<file path="src/shr_pkg.sv">
// Constants, types and field layout for the status register hierarchy.
// Assumes one clock domain and a command port driven by the query parser.
package shr_pkg;

    // ------------------------------------------------------------
    // Widths and set selection
    // ------------------------------------------------------------
    localparam int SHR_W = 16;
    localparam int SHR_NSETS = 5;
    localparam logic [2:0] SET_OPER = 3'h0;
    localparam logic [2:0] SET_INST = 3'h1;
    localparam logic [2:0] SET_TRIG = 3'h2;
    localparam logic [2:0] SET_SYST = 3'h3;
    localparam logic [2:0] SET_QUES = 3'h4;

    // ------------------------------------------------------------
    // Register selection within a set
    // ------------------------------------------------------------
    localparam logic [2:0] REG_COND = 3'h0;
    localparam logic [2:0] REG_EVENT = 3'h1;
    localparam logic [2:0] REG_ENABLE = 3'h2;
    localparam logic [2:0] REG_RISE = 3'h3;
    localparam logic [2:0] REG_FALL = 3'h4;

    // ------------------------------------------------------------
    // Reset, preset and mask values
    // ------------------------------------------------------------
    localparam logic [15:0] MASK_LEGAL = 16'h7fff;
    localparam logic [15:0] RST_ENABLE = 16'h0000;
    localparam logic [15:0] RST_RISE = 16'h7fff;
    localparam logic [15:0] RST_FALL = 16'h0000;
    localparam logic [15:0] RST_EVENT = 16'h0000;
    localparam logic [15:0] PRE_ENABLE = 16'h7fff;
    localparam logic [15:0] PRE_RISE = 16'h7fff;
    localparam logic [15:0] PRE_FALL = 16'h0000;

    // ------------------------------------------------------------
    // Bit positions
    // ------------------------------------------------------------
    localparam int OPER_CALIBRATING_BIT = 0;
    localparam int OPER_SWEEP_ACTIVE_BIT = 3;
    localparam int OPER_TRIGGER_SUMMARY_BIT = 5;
    localparam int OPER_SYSTEM_SUMMARY_BIT = 12;
    localparam int OPER_INSTRUMENT_SUMMARY_BIT = 13;
    localparam int OPER_SCRIPT_ACTIVE_BIT = 14;
    localparam int INST_FREEZE_BIT = 2;
    localparam int TRIG_MTONE_WAIT1_BIT = 3;
    localparam int TRIG_MTONE_WAIT2_BIT = 4;
    localparam int TRIG_SCOPE_HIT1_BIT = 5;
    localparam int TRIG_SCOPE_HIT2_BIT = 6;
    localparam int SYST_MEDIA_BIT = 1;
    localparam int SYST_SPOOL_BIT = 3;
    localparam int SYST_SOUND_BIT = 4;
    localparam int SYST_CONTACT_BIT = 5;
    localparam int SYST_KEYBOARD_BIT = 6;
    localparam int SYST_PRESPOOL_BIT = 7;
    localparam int QUES_OVERHEAT_BIT = 4;
    localparam int QUES_INPUT_SUMMARY_BIT = 9;
    localparam int QUES_SOURCE_SUMMARY_BIT = 11;
    localparam int QUES_NINPUTS = 11;
    localparam int QUES_NSOURCES = 7;

    // ------------------------------------------------------------
    // Carriers
    // ------------------------------------------------------------
    typedef struct packed {
        logic valid;
        logic write;
        logic [2:0] set_sel;
        logic [2:0] reg_sel;
        logic [15:0] data;
    } shr_cmd_t;

    typedef struct packed {
        logic calibrating;
        logic sweep_active;
        logic script_active;
        logic [1:0] mtone_wait;
        logic [1:0] scope_hit;
        logic [1:0] scope_waiting;
        logic freeze_active;
        logic media_in;
        logic spooling;
        logic prespooling;
        logic sound_playing;
        logic contact_in;
        logic keyboard_in;
        logic overheat;
        logic [10:0] input_flags;
        logic [6:0] source_flags;
    } shr_live_t;

    typedef logic [15:0] shr_word_t;

endpackage

</file>
<file path="src/shr_set.sv">
// One status register set: condition, rise and fall filters, event, enable.
// Assumes read and write strobes are single-cycle pulses from the top.
`timescale 1ns/10ps
module shr_set #(
    parameter bit CLR_COND_ON_READ = 1'b0
) (
    // Clock and reset
    input wire logic clk,
    input wire logic rstn,
    // Live condition word
    input wire shr_pkg::shr_word_t live,
    // Access strobes
    input wire logic wr_en,
    input wire logic [2:0] wr_reg,
    input wire shr_pkg::shr_word_t wr_data,
    input wire logic rd_event,
    input wire logic rd_cond,
    input wire logic preset,
    // Register contents
    output shr_pkg::shr_word_t cond,
    output shr_pkg::shr_word_t event_w,
    output shr_pkg::shr_word_t enable,
    output shr_pkg::shr_word_t rise_filter,
    output shr_pkg::shr_word_t fall_filter,
    output logic summary
);
    import shr_pkg::*;

    shr_word_t prev_q, prev_d;
    shr_word_t cond_q, cond_d;
    shr_word_t event_q, event_d;
    shr_word_t enable_q, enable_d;
    shr_word_t rise_q, rise_d;
    shr_word_t fall_q, fall_d;
    shr_word_t went_up, went_down;

    always_comb begin
        went_up = live & ~prev_q;
        went_down = ~live & prev_q;
        prev_d = live;
        if (CLR_COND_ON_READ) begin
            // A cleared bit comes back only on a new rising edge of its input
            if (rd_cond) begin
                cond_d = went_up;
            end else begin
                cond_d = (cond_q & live) | went_up;
            end
        end else begin
            cond_d = live;
        end
        // New events win over the clear of a read in the same cycle
        event_d = (event_q & ~({SHR_W{rd_event}}))
            | (rise_q & went_up)
            | (fall_q & went_down);
        enable_d = enable_q;
        rise_d = rise_q;
        fall_d = fall_q;
        if (preset) begin
            enable_d = PRE_ENABLE;
            rise_d = PRE_RISE;
            fall_d = PRE_FALL;
        end else if (wr_en) begin
            if (wr_reg == REG_ENABLE) begin
                enable_d = wr_data & MASK_LEGAL;
            end else if (wr_reg == REG_RISE) begin
                rise_d = wr_data & MASK_LEGAL;
            end else if (wr_reg == REG_FALL) begin
                fall_d = wr_data & MASK_LEGAL;
            end
        end
    end

    always_ff @(posedge clk or negedge rstn) begin
        if (!rstn) begin
            prev_q <= 16'h0000;
            cond_q <= 16'h0000;
            event_q <= RST_EVENT;
            enable_q <= RST_ENABLE;
            rise_q <= RST_RISE;
            fall_q <= RST_FALL;
        end else begin
            prev_q <= prev_d;
            cond_q <= cond_d;
            event_q <= event_d;
            enable_q <= enable_d;
            rise_q <= rise_d;
            fall_q <= fall_d;
        end
    end

    assign cond = cond_q;
    assign event_w = event_q;
    assign enable = enable_q;
    assign rise_filter = rise_q;
    assign fall_filter = fall_q;
    assign summary = |(event_q & enable_q);

endmodule // shr_set

</file>
<file path="src/shr_cond_map.sv">
// Maps live instrument states and child summaries into condition words.
// Assumes child summaries come straight from child set flip-flops.
`timescale 1ns/10ps
module shr_cond_map (
    // Live states
    input wire shr_pkg::shr_live_t live,
    // Child summaries
    input wire logic inst_summary,
    input wire logic trig_summary,
    input wire logic syst_summary,
    // Condition words
    output shr_pkg::shr_word_t oper_w,
    output shr_pkg::shr_word_t inst_w,
    output shr_pkg::shr_word_t trig_w,
    output shr_pkg::shr_word_t syst_w,
    output shr_pkg::shr_word_t ques_w
);
    import shr_pkg::*;

    always_comb begin
        oper_w = 16'h0000;
        inst_w = 16'h0000;
        trig_w = 16'h0000;
        syst_w = 16'h0000;
        ques_w = 16'h0000;
        oper_w[OPER_CALIBRATING_BIT] = live.calibrating;
        oper_w[OPER_SWEEP_ACTIVE_BIT] = live.sweep_active;
        oper_w[OPER_TRIGGER_SUMMARY_BIT] = trig_summary;
        oper_w[OPER_SYSTEM_SUMMARY_BIT] = syst_summary;
        oper_w[OPER_INSTRUMENT_SUMMARY_BIT] = inst_summary;
        oper_w[OPER_SCRIPT_ACTIVE_BIT] = live.script_active;
        inst_w[INST_FREEZE_BIT] = live.freeze_active;
        trig_w[TRIG_MTONE_WAIT1_BIT] = live.mtone_wait[0];
        trig_w[TRIG_MTONE_WAIT2_BIT] = live.mtone_wait[1];
        // Triggered is forced clear while the channel waits for a trigger
        trig_w[TRIG_SCOPE_HIT1_BIT] = live.scope_hit[0] & ~live.scope_waiting[0];
        trig_w[TRIG_SCOPE_HIT2_BIT] = live.scope_hit[1] & ~live.scope_waiting[1];
        syst_w[SYST_MEDIA_BIT] = live.media_in;
        syst_w[SYST_SPOOL_BIT] = live.spooling;
        syst_w[SYST_SOUND_BIT] = live.sound_playing;
        syst_w[SYST_CONTACT_BIT] = live.contact_in;
        syst_w[SYST_KEYBOARD_BIT] = live.keyboard_in;
        // Prespooling ends once spooling begins
        syst_w[SYST_PRESPOOL_BIT] = live.prespooling & ~live.spooling;
        ques_w[QUES_OVERHEAT_BIT] = live.overheat;
        ques_w[QUES_INPUT_SUMMARY_BIT] = |live.input_flags;
        ques_w[QUES_SOURCE_SUMMARY_BIT] = |live.source_flags;
    end

endmodule // shr_cond_map

</file>
<file path="src/shr_status_top.sv">
// Status register hierarchy: five register sets with summary roll-up.
// Assumes a query parser drives the command port with one-cycle requests.
//
// Operation
// - Sets are 16 bits; written masks are limited to 0..32767.
// - Reading the instrument event register returns it, then clears it.
// - Reading the instrument condition register returns it and clears it.
// - An enabled event bit going true raises the parent summary bit.
// - Rise filter bit set: condition rising sets the event bit.
// - Fall filter bit set: condition falling sets the event bit.
// - Operation bits: calibration 0, sweep 3, trigger 5, system 12, instrument 13, script 14.
// - Instrument condition bit 2 reports freeze active.
// - Script-active condition holds while a script function runs.
// - Trigger bits: multitone wait 3 and 4, scope triggered 5 and 6.
// - Scope triggered bit set on trigger, clear while waiting.
// - Sweep bit follows sweep running; calibration bit follows calibration.
// - System bits: media 1, spooling 3, sound 4, remote sense 5.
// - Spooling follows print job; prespooling ends when spooling starts.
// - Remote-sense bit follows the contact-closure input.
// - Media bit follows media presence; keyboard bit follows keyboard.
// - Questionable bits: over-temperature 4, input 9, source 11.
// - Over-temperature bit set while excess temperature is sensed.
// - Input summary from inputs 1..11, source summary from sources 1..7.
// - Reading the operation condition register leaves it unchanged.
// - Preset sets enables to ones, restores filters, keeps events.
`timescale 1ns/10ps
module shr_status_top (
    // Clock and reset
    input wire logic SYS_CLK,
    input wire logic RSTN,
    // Live instrument states
    input wire shr_pkg::shr_live_t LIVE,
    // Command port
    input wire shr_pkg::shr_cmd_t CMD,
    input wire logic PRESET,
    // Response port
    output logic RSP_VALID,
    output shr_pkg::shr_word_t RSP_DATA,
    // Summaries
    output logic OPER_SUMMARY,
    output logic QUES_SUMMARY
);
    import shr_pkg::*;

    // ------------------------------------------------------------
    // Set wiring
    // ------------------------------------------------------------
    shr_word_t live_w [SHR_NSETS];
    shr_word_t cond_w [SHR_NSETS];
    shr_word_t event_w [SHR_NSETS];
    shr_word_t enable_w [SHR_NSETS];
    shr_word_t rise_w [SHR_NSETS];
    shr_word_t fall_w [SHR_NSETS];
    logic [SHR_NSETS-1:0] summary_w;
    logic [SHR_NSETS-1:0] sel_w;
    logic is_read;
    logic is_write;

    assign is_read = CMD.valid & ~CMD.write;
    assign is_write = CMD.valid & CMD.write;

    shr_cond_map u_map (
        .live(LIVE),
        .inst_summary(summary_w[SET_INST]),
        .trig_summary(summary_w[SET_TRIG]),
        .syst_summary(summary_w[SET_SYST]),
        .oper_w(live_w[SET_OPER]),
        .inst_w(live_w[SET_INST]),
        .trig_w(live_w[SET_TRIG]),
        .syst_w(live_w[SET_SYST]),
        .ques_w(live_w[SET_QUES])
    );

    // ------------------------------------------------------------
    // Register sets
    // ------------------------------------------------------------
    genvar gi;
    generate
        for (gi = 0; gi < SHR_NSETS; gi++) begin : g_set
            assign sel_w[gi] = (CMD.set_sel == 3'(gi));
            shr_set #(
                .CLR_COND_ON_READ(gi == int'(SET_INST))
            ) u_set (
                .clk(SYS_CLK),
                .rstn(RSTN),
                .live(live_w[gi]),
                .wr_en(is_write & sel_w[gi]),
                .wr_reg(CMD.reg_sel),
                .wr_data(CMD.data),
                .rd_event(is_read & sel_w[gi] & (CMD.reg_sel == REG_EVENT)),
                .rd_cond(is_read & sel_w[gi] & (CMD.reg_sel == REG_COND)),
                .preset(PRESET),
                .cond(cond_w[gi]),
                .event_w(event_w[gi]),
                .enable(enable_w[gi]),
                .rise_filter(rise_w[gi]),
                .fall_filter(fall_w[gi]),
                .summary(summary_w[gi])
            );
        end
    endgenerate

    // ------------------------------------------------------------
    // Response and summary outputs
    // ------------------------------------------------------------
    logic rsp_valid_q, rsp_valid_d;
    shr_word_t rsp_data_q, rsp_data_d;
    logic oper_sum_q, oper_sum_d;
    logic ques_sum_q, ques_sum_d;
    shr_word_t picked;

    always_comb begin
        picked = 16'h0000;
        for (int i = 0; i < SHR_NSETS; i++) begin
            if (sel_w[i]) begin
                if (CMD.reg_sel == REG_COND) begin
                    picked = cond_w[i];
                end else if (CMD.reg_sel == REG_EVENT) begin
                    picked = event_w[i];
                end else if (CMD.reg_sel == REG_ENABLE) begin
                    picked = enable_w[i];
                end else if (CMD.reg_sel == REG_RISE) begin
                    picked = rise_w[i];
                end else if (CMD.reg_sel == REG_FALL) begin
                    picked = fall_w[i];
                end
            end
        end
        rsp_valid_d = is_read;
        rsp_data_d = is_read ? picked : rsp_data_q;
        oper_sum_d = summary_w[SET_OPER];
        ques_sum_d = summary_w[SET_QUES];
    end

    always_ff @(posedge SYS_CLK or negedge RSTN) begin
        if (!RSTN) begin
            rsp_valid_q <= 1'b0;
            rsp_data_q <= 16'h0000;
            oper_sum_q <= 1'b0;
            ques_sum_q <= 1'b0;
        end else begin
            rsp_valid_q <= rsp_valid_d;
            rsp_data_q <= rsp_data_d;
            oper_sum_q <= oper_sum_d;
            ques_sum_q <= ques_sum_d;
        end
    end

    assign RSP_VALID = rsp_valid_q;
    assign RSP_DATA = rsp_data_q;
    assign OPER_SUMMARY = oper_sum_q;
    assign QUES_SUMMARY = ques_sum_q;

endmodule // shr_status_top

</file>
<file path="config.mk">
export PLATFORM = sky130hd
export DESIGN_NAME = shr_status_top
export DESIGN_NICKNAME = d
export VERILOG_FILES = /design/src/shr_pkg.sv /design/src/shr_set.sv /design/src/shr_cond_map.sv /design/src/shr_status_top.sv
export SDC_FILE = /design/constraint.sdc
export NUM_CORES = 1
export LEC_CHECK = 0
export ABC_AREA = 1
export BUFFER_PORTS_ARGS = -buffer_cell sky130_fd_sc_hd__buf_2
export CORE_MARGIN = 2
export CORE_UTILIZATION = 55
export CTS_BUF_LIST = sky130_fd_sc_hd__clkbuf_8 sky130_fd_sc_hd__clkbuf_16
export DETAILED_ROUTE_END_ITERATION = 8
export HOLD_SLACK_MARGIN = 0.02
export PLACE_DENSITY = 0.72
export SYNTH_ARGS = -nofsm -noshare
export SYNTH_HDL_FRONTEND = slang
export SYNTH_HIERARCHICAL = 1
export SYNTH_SLANG_ARGS = --single-unit
</file>
<file path="constraint.sdc">
create_clock -name SYS_CLK -period 5.8 [get_ports SYS_CLK]
set_input_delay 1.16 -clock SYS_CLK [delete_from_list [all_inputs] [get_ports SYS_CLK]]
set_output_delay 1.16 -clock SYS_CLK [all_outputs]
set_load 0.01 [all_outputs]
</file>
### Word level (Yosys, flattened, before mapping)

Cells that the tools add are included.

* output and inout bits: 19
* word-level logic and storage cells: 221
* flip-flop bits (word level): 375
* bits of input ports: 62

* equality and inequality tests: 10
* reduce and logical (&&, ||, !) cells: 32
* muxes and demuxes: 67
* bitwise logic cells: 82

Operators with widths (count)
* $mux W16: 67
* $and A16 B16 Y16: 20
* $or A16 B16 Y16: 11
* $not A16 Y16: 5
* $reduce_or A16 Y1: 5
* $and A16 B3 Y16: 2
* $not A12 Y16: 2
* $not A15 Y16: 2
* $not A3 Y16: 2
* $not A7 Y16: 2
* $not A8 Y16: 2
* $and A1 B1 Y1: 21
* $reduce_and A4 Y1: 5
* $and A12 B16 Y16: 1
* $and A15 B16 Y16: 1
* $and A16 B12 Y16: 1
* $and A16 B15 Y16: 1
* $and A16 B7 Y16: 1
* $and A16 B8 Y16: 1
* $and A3 B16 Y16: 1
* $and A7 B16 Y16: 1
* $and A8 B16 Y16: 1
* $reduce_bool A2 Y1: 8
* $reduce_and A3 Y1: 5
* 9 further kinds: 23

### Depth between registers and ports, before layout

* depth in word-level cells: 31
* mapped depth: 36
* mapped depth without buffers: 36

### By module

Netlist, hierarchy kept.

Modules (own cells, without submodules)
* shr_set at g_set[0].u_set ...: sequential area each 1945.6 um^2, instances 4, area each 3388.2 um^2, cells each 387
* shr_status_top: sequential area each 475.5 um^2, instances 1, area each 5997.0 um^2, cells each 1263
* shr_set at g_set[1].u_set: sequential area each 2346.0 um^2, instances 1, area each 3913.8 um^2, cells each 439
* shr_cond_map: sequential area each 0.0 um^2, instances 1, area each 650.6 um^2, cells each 97

### Worst setup path after synthesis

OpenSTA, ideal clock, no wires.

* kind: input to register
* start point: input port CMD[16] (netlist name)
* end point: register rsp_data_q[15] (netlist: RSP_DATA[15])
* path buffers: 1
* setup time: 120 ps
* arrival time: 3187 ps
* cell stages on the path: 30
* required time: 5680 ps
* setup slack: 2493 ps
* path through: nor2_2 nand2_2 buf_2 or2_2 nand3_2 nand2_1 nand2_1 nand2_1 nand2_1 nand2_1 nand2_1 nand2_1 nand3_1 nand3_1 nand2_1 nand2_1 nand2_1 nand3b_1 nand2_1 nand2_1 nand2_1 nand2_1 nand2_1 nand3_1 nand2_1 nand2_1 nand2_1 nand2_1 nand2_1 a21oi_2

* longest elaborated chain between the ends: 31
* elaborated cells on any way between the ends: 35
* those cells by class: 4 x eq/ne; 30 x mux; 1 x reduce/logical

Ends and longest elaborated chain
* from (decl): line shr_status_top.sv:34 `input wire shr_pkg::shr_cmd_t CMD,`
* $eq A3 B3 Y1: line shr_status_top.sv:124 `end else if (CMD.reg_sel == REG_FALL) begin`
* $mux W16: line shr_status_top.sv:124
* $mux W16: line shr_status_top.sv:122 `end else if (CMD.reg_sel == REG_RISE) begin`
* $mux W16: line shr_status_top.sv:120 `end else if (CMD.reg_sel == REG_ENABLE) begin`
* $mux W16: line shr_status_top.sv:118 `end else if (CMD.reg_sel == REG_EVENT) begin`
* $mux W16: line shr_status_top.sv:116 `if (CMD.reg_sel == REG_COND) begin`
* $mux W16: line shr_status_top.sv:115 `if (sel_w[i]) begin`
* $mux W16: line shr_status_top.sv:124
* [15 not listed]
* $mux W16: line shr_status_top.sv:116
* $mux W16: line shr_status_top.sv:115
* $mux W16: line shr_status_top.sv:124
* $mux W16: line shr_status_top.sv:122
* $mux W16: line shr_status_top.sv:120
* $mux W16: line shr_status_top.sv:118
* $mux W16: line shr_status_top.sv:116
* $mux W16 *: line shr_status_top.sv:115
* to (signal assigned): line shr_status_top.sv:143 `rsp_data_q <= rsp_data_d;`
* to (decl): line shr_status_top.sv:107 `shr_word_t rsp_data_q, rsp_data_d;`

Every way passes the cells marked *; elsewhere a longest branch is shown, timed or not.
A chain may end at the register's enable or synchronous reset.

### Worst setup path in the final report

* start point: input port CMD[16] (netlist name)
* end point: register rsp_data_q[4] (netlist: RSP_DATA[4])

The elaborated chain is that of the path after synthesis.

==> results.yml <==
placed_design:
  hpwl_mm: 47.4
  placed_cell_area_um2: 24400
  port_buffers: 79
  place_congestion: 0.882
min_path:
  hold_path_class: "flop to flop"
  hp-start: "g_set[2].u_set/event_w[15]"
sta:
  fin_crit_sh_pct: 78.3
  finalHoldViolCount: 0
  fin_skew_ns: 0.0270
  finalSetupTns_ns: 0
  fmax_mhz: 220
  fin_crit_ns: 4.54
  slew_headroom_pct: 23.0
  finalSetupViolCount: 0
  tightest_slew_ns: 1.15
  rsz0062_at_grt: "false"
  slew_violations: 0
routing:
  wirelength_mm: 76.9
  drc: 0
  drt_iter0_drc: 2318
  avgRoutedWirePerCell_um: 19.4
  dr.pass1.iters: 6
  viasPerCell: 5.61
  postRouteAntennaNets: 0
  dr_total_vias: 22218
power:
  leakage_uw: 0.0138
  pwr_density_cell_nw_per_um2: 284
  vdd_drop_max_uv: 254
flow_run:
  max_cap_violations: 0
clock_network:
  holdBufCountCts: 0
  clk_pin_slew_ns: 0.06
  cts_tree: "yes"
  cts.repair.resized: 0
  clk_path_buf_depth: 3
  clock-root-buffer: "clkbuf_16"
  cts.sinks: 420
  post_cts.repair.setup_buffers: 0
  clock_latency_ns: 0.60
  cts_buffers: 47
  h-tree-depth: 2
critical_path:
  crit_slowest_cell: "inv_2"
  cp_common_cell: "nand2_1"
  path_buf_inv: 2
  worstPathArrival_ns: 5.06
  slowest_delay_ns: 0.61
  crit_family: "simple AND/OR/NAND/NOR gates"
  cp_max_fo: 24
  end_kind: "flop"
  reg2reg_from: "g_set[0].u_set/rise_filter[1]"
  start_kind: "input port"
  critical_path_class: "input port to flop"
  cp.required_ns: 6.32
  critPathLaunch: "CMD[16]"
finish:
  areaGrowthSynthToFinish_pct: 7.87
  drive_gt1_share_pct: 13.5
  final_nets: 3402
  num_antenna_cells: 0
  postLayoutCellArea_um2: 26000
synthesis:
  yosysWarnings: 6
  avgSynthCellArea_um2: 7.21
  netlist_instances: 3343
  netlist_area_um2: 24100
grt:
  grt.overflow.total: 0
  grtUsageTotal_pct: 34.6
  grt_max_degree: 124
  grt_pass1_wl_mm: 119
  grt_pass1_vias: 21269
  antenna_found_initial: 1
die:
  die_w_um: 213
  core_um2: 43200
  ioPinCount: 81
  num_rows: 76
  start_util_pct: 55.8
  die-area_um2: 45500
  fp.dieH_um: 213
status:
  outcome: "finished, final reports clean"
[metal layers]
| metal | part of all wire [%] | GRT usage, % | vias up |
|---|---|---|---|
| met5 | 0 | 0 | - |
| met3 | 9.9 | 6.37 | 264 |
| met2 | 45 | 54.4 | 1141 |
| li1 | - | - | 10424 |
| met1 | 39 | 44.7 | 10389 |
| met4 | 6.5 | 20.9 | 0 |
[placed cells by master, fill, tap and decap left out, types with 2 or more instances in the layout]
cell / n
or2_1: 51
or2_2: 54
nand2_1: 1114
bufinv_16: 3
clkbuf_8: 16
inv_1: 282
clkinv_1: 4
nand4_2: 6
o21ai_0: 159
dfrtp_1: 345
nor2_4: 6
conb_1: 75
buf_2: 78
clkinv_2: 8
buf_12: 3
a21oi_2: 17
nand3_1: 470
nor3_1: 6
clkbuf_16: 48
buf_4: 40
inv_2: 21
dfstp_2: 75
nor3_2: 3
nand4_1: 13
o21ai_1: 2
nand2_2: 13
o22ai_1: 14
nand2_4: 6
nand3b_1: 15
a21oi_1: 93
nor2_1: 274
nand3_2: 49
nor2_2: 2
nor3_4: 4
[flip-flops by register name, indices dropped and copies added (netlist names)]
signal / count
OPER_SUMMARY: 1
QUES_SUMMARY: 1
RSP_DATA: 16
RSP_VALID: 1
g_set.u_set/cond: 80
g_set.u_set/enable: 75
g_set.u_set/event_w: 80
g_set.u_set/fall_filter: 75
g_set.u_set/prev_q: 16
g_set.u_set/rise_filter: 75
[final cells by class]
type | count | area (um2)
inverter | 300 | 1130
tap | 585 | 732
clock buffer | 64 | 1420
fill | 4036 | 17200
multi-input combinational | 2449 | 11100
sequential | 420 | 10600
clock inverter | 22 | 198
timing repair buffer | 122 | 766
[per-stage QoR]
step           util [%]  hold slack (ns)  total power [uW]  setup WS (ns)  cells
2_1_floorplan         -            0.458              3970           2.49   3412
3_3_place_gp       56.5            0.475              4280          0.830   3876
3_5_place_dp       56.5            0.483              4300          0.776   3876
4_1_cts            60.2            0.494              7390           1.40   3962
5_1_grt            60.2            0.511              7700          0.894   3962
6_report           60.2            0.494              7390           1.26   3962
[worst min-delay path, delay by kind of cell (launching register included)]
family / cells / cell delay (ns)
buf+inv: 1 / 0.05
flops: 1 / 0.38
simple gates: 1 / 0.03
[report_power, final]
part           switching [uW]  internal, uW
clock network            1260          1840
logic                     697           306
registers                 135          3150
total                    2090          5300
[worst paths after layout]
path                                                  end  slack, ns  depth (start not counted)
min reg2reg                    g_set[2].u_set/event_w[15]       0.49                          2
max reg2reg                                   RSP_DATA[1]       2.81                         34
max                                           RSP_DATA[4]       1.26                         32
min in group asynchronous  g_set[3].u_set/fall_filter[10]       0.56                          1
max in group asynchronous       g_set[1].u_set/enable[11]       3.99                          2
min                            g_set[2].u_set/event_w[15]       0.49                          2
Note: power is estimated with default switching activity, not from simulation.
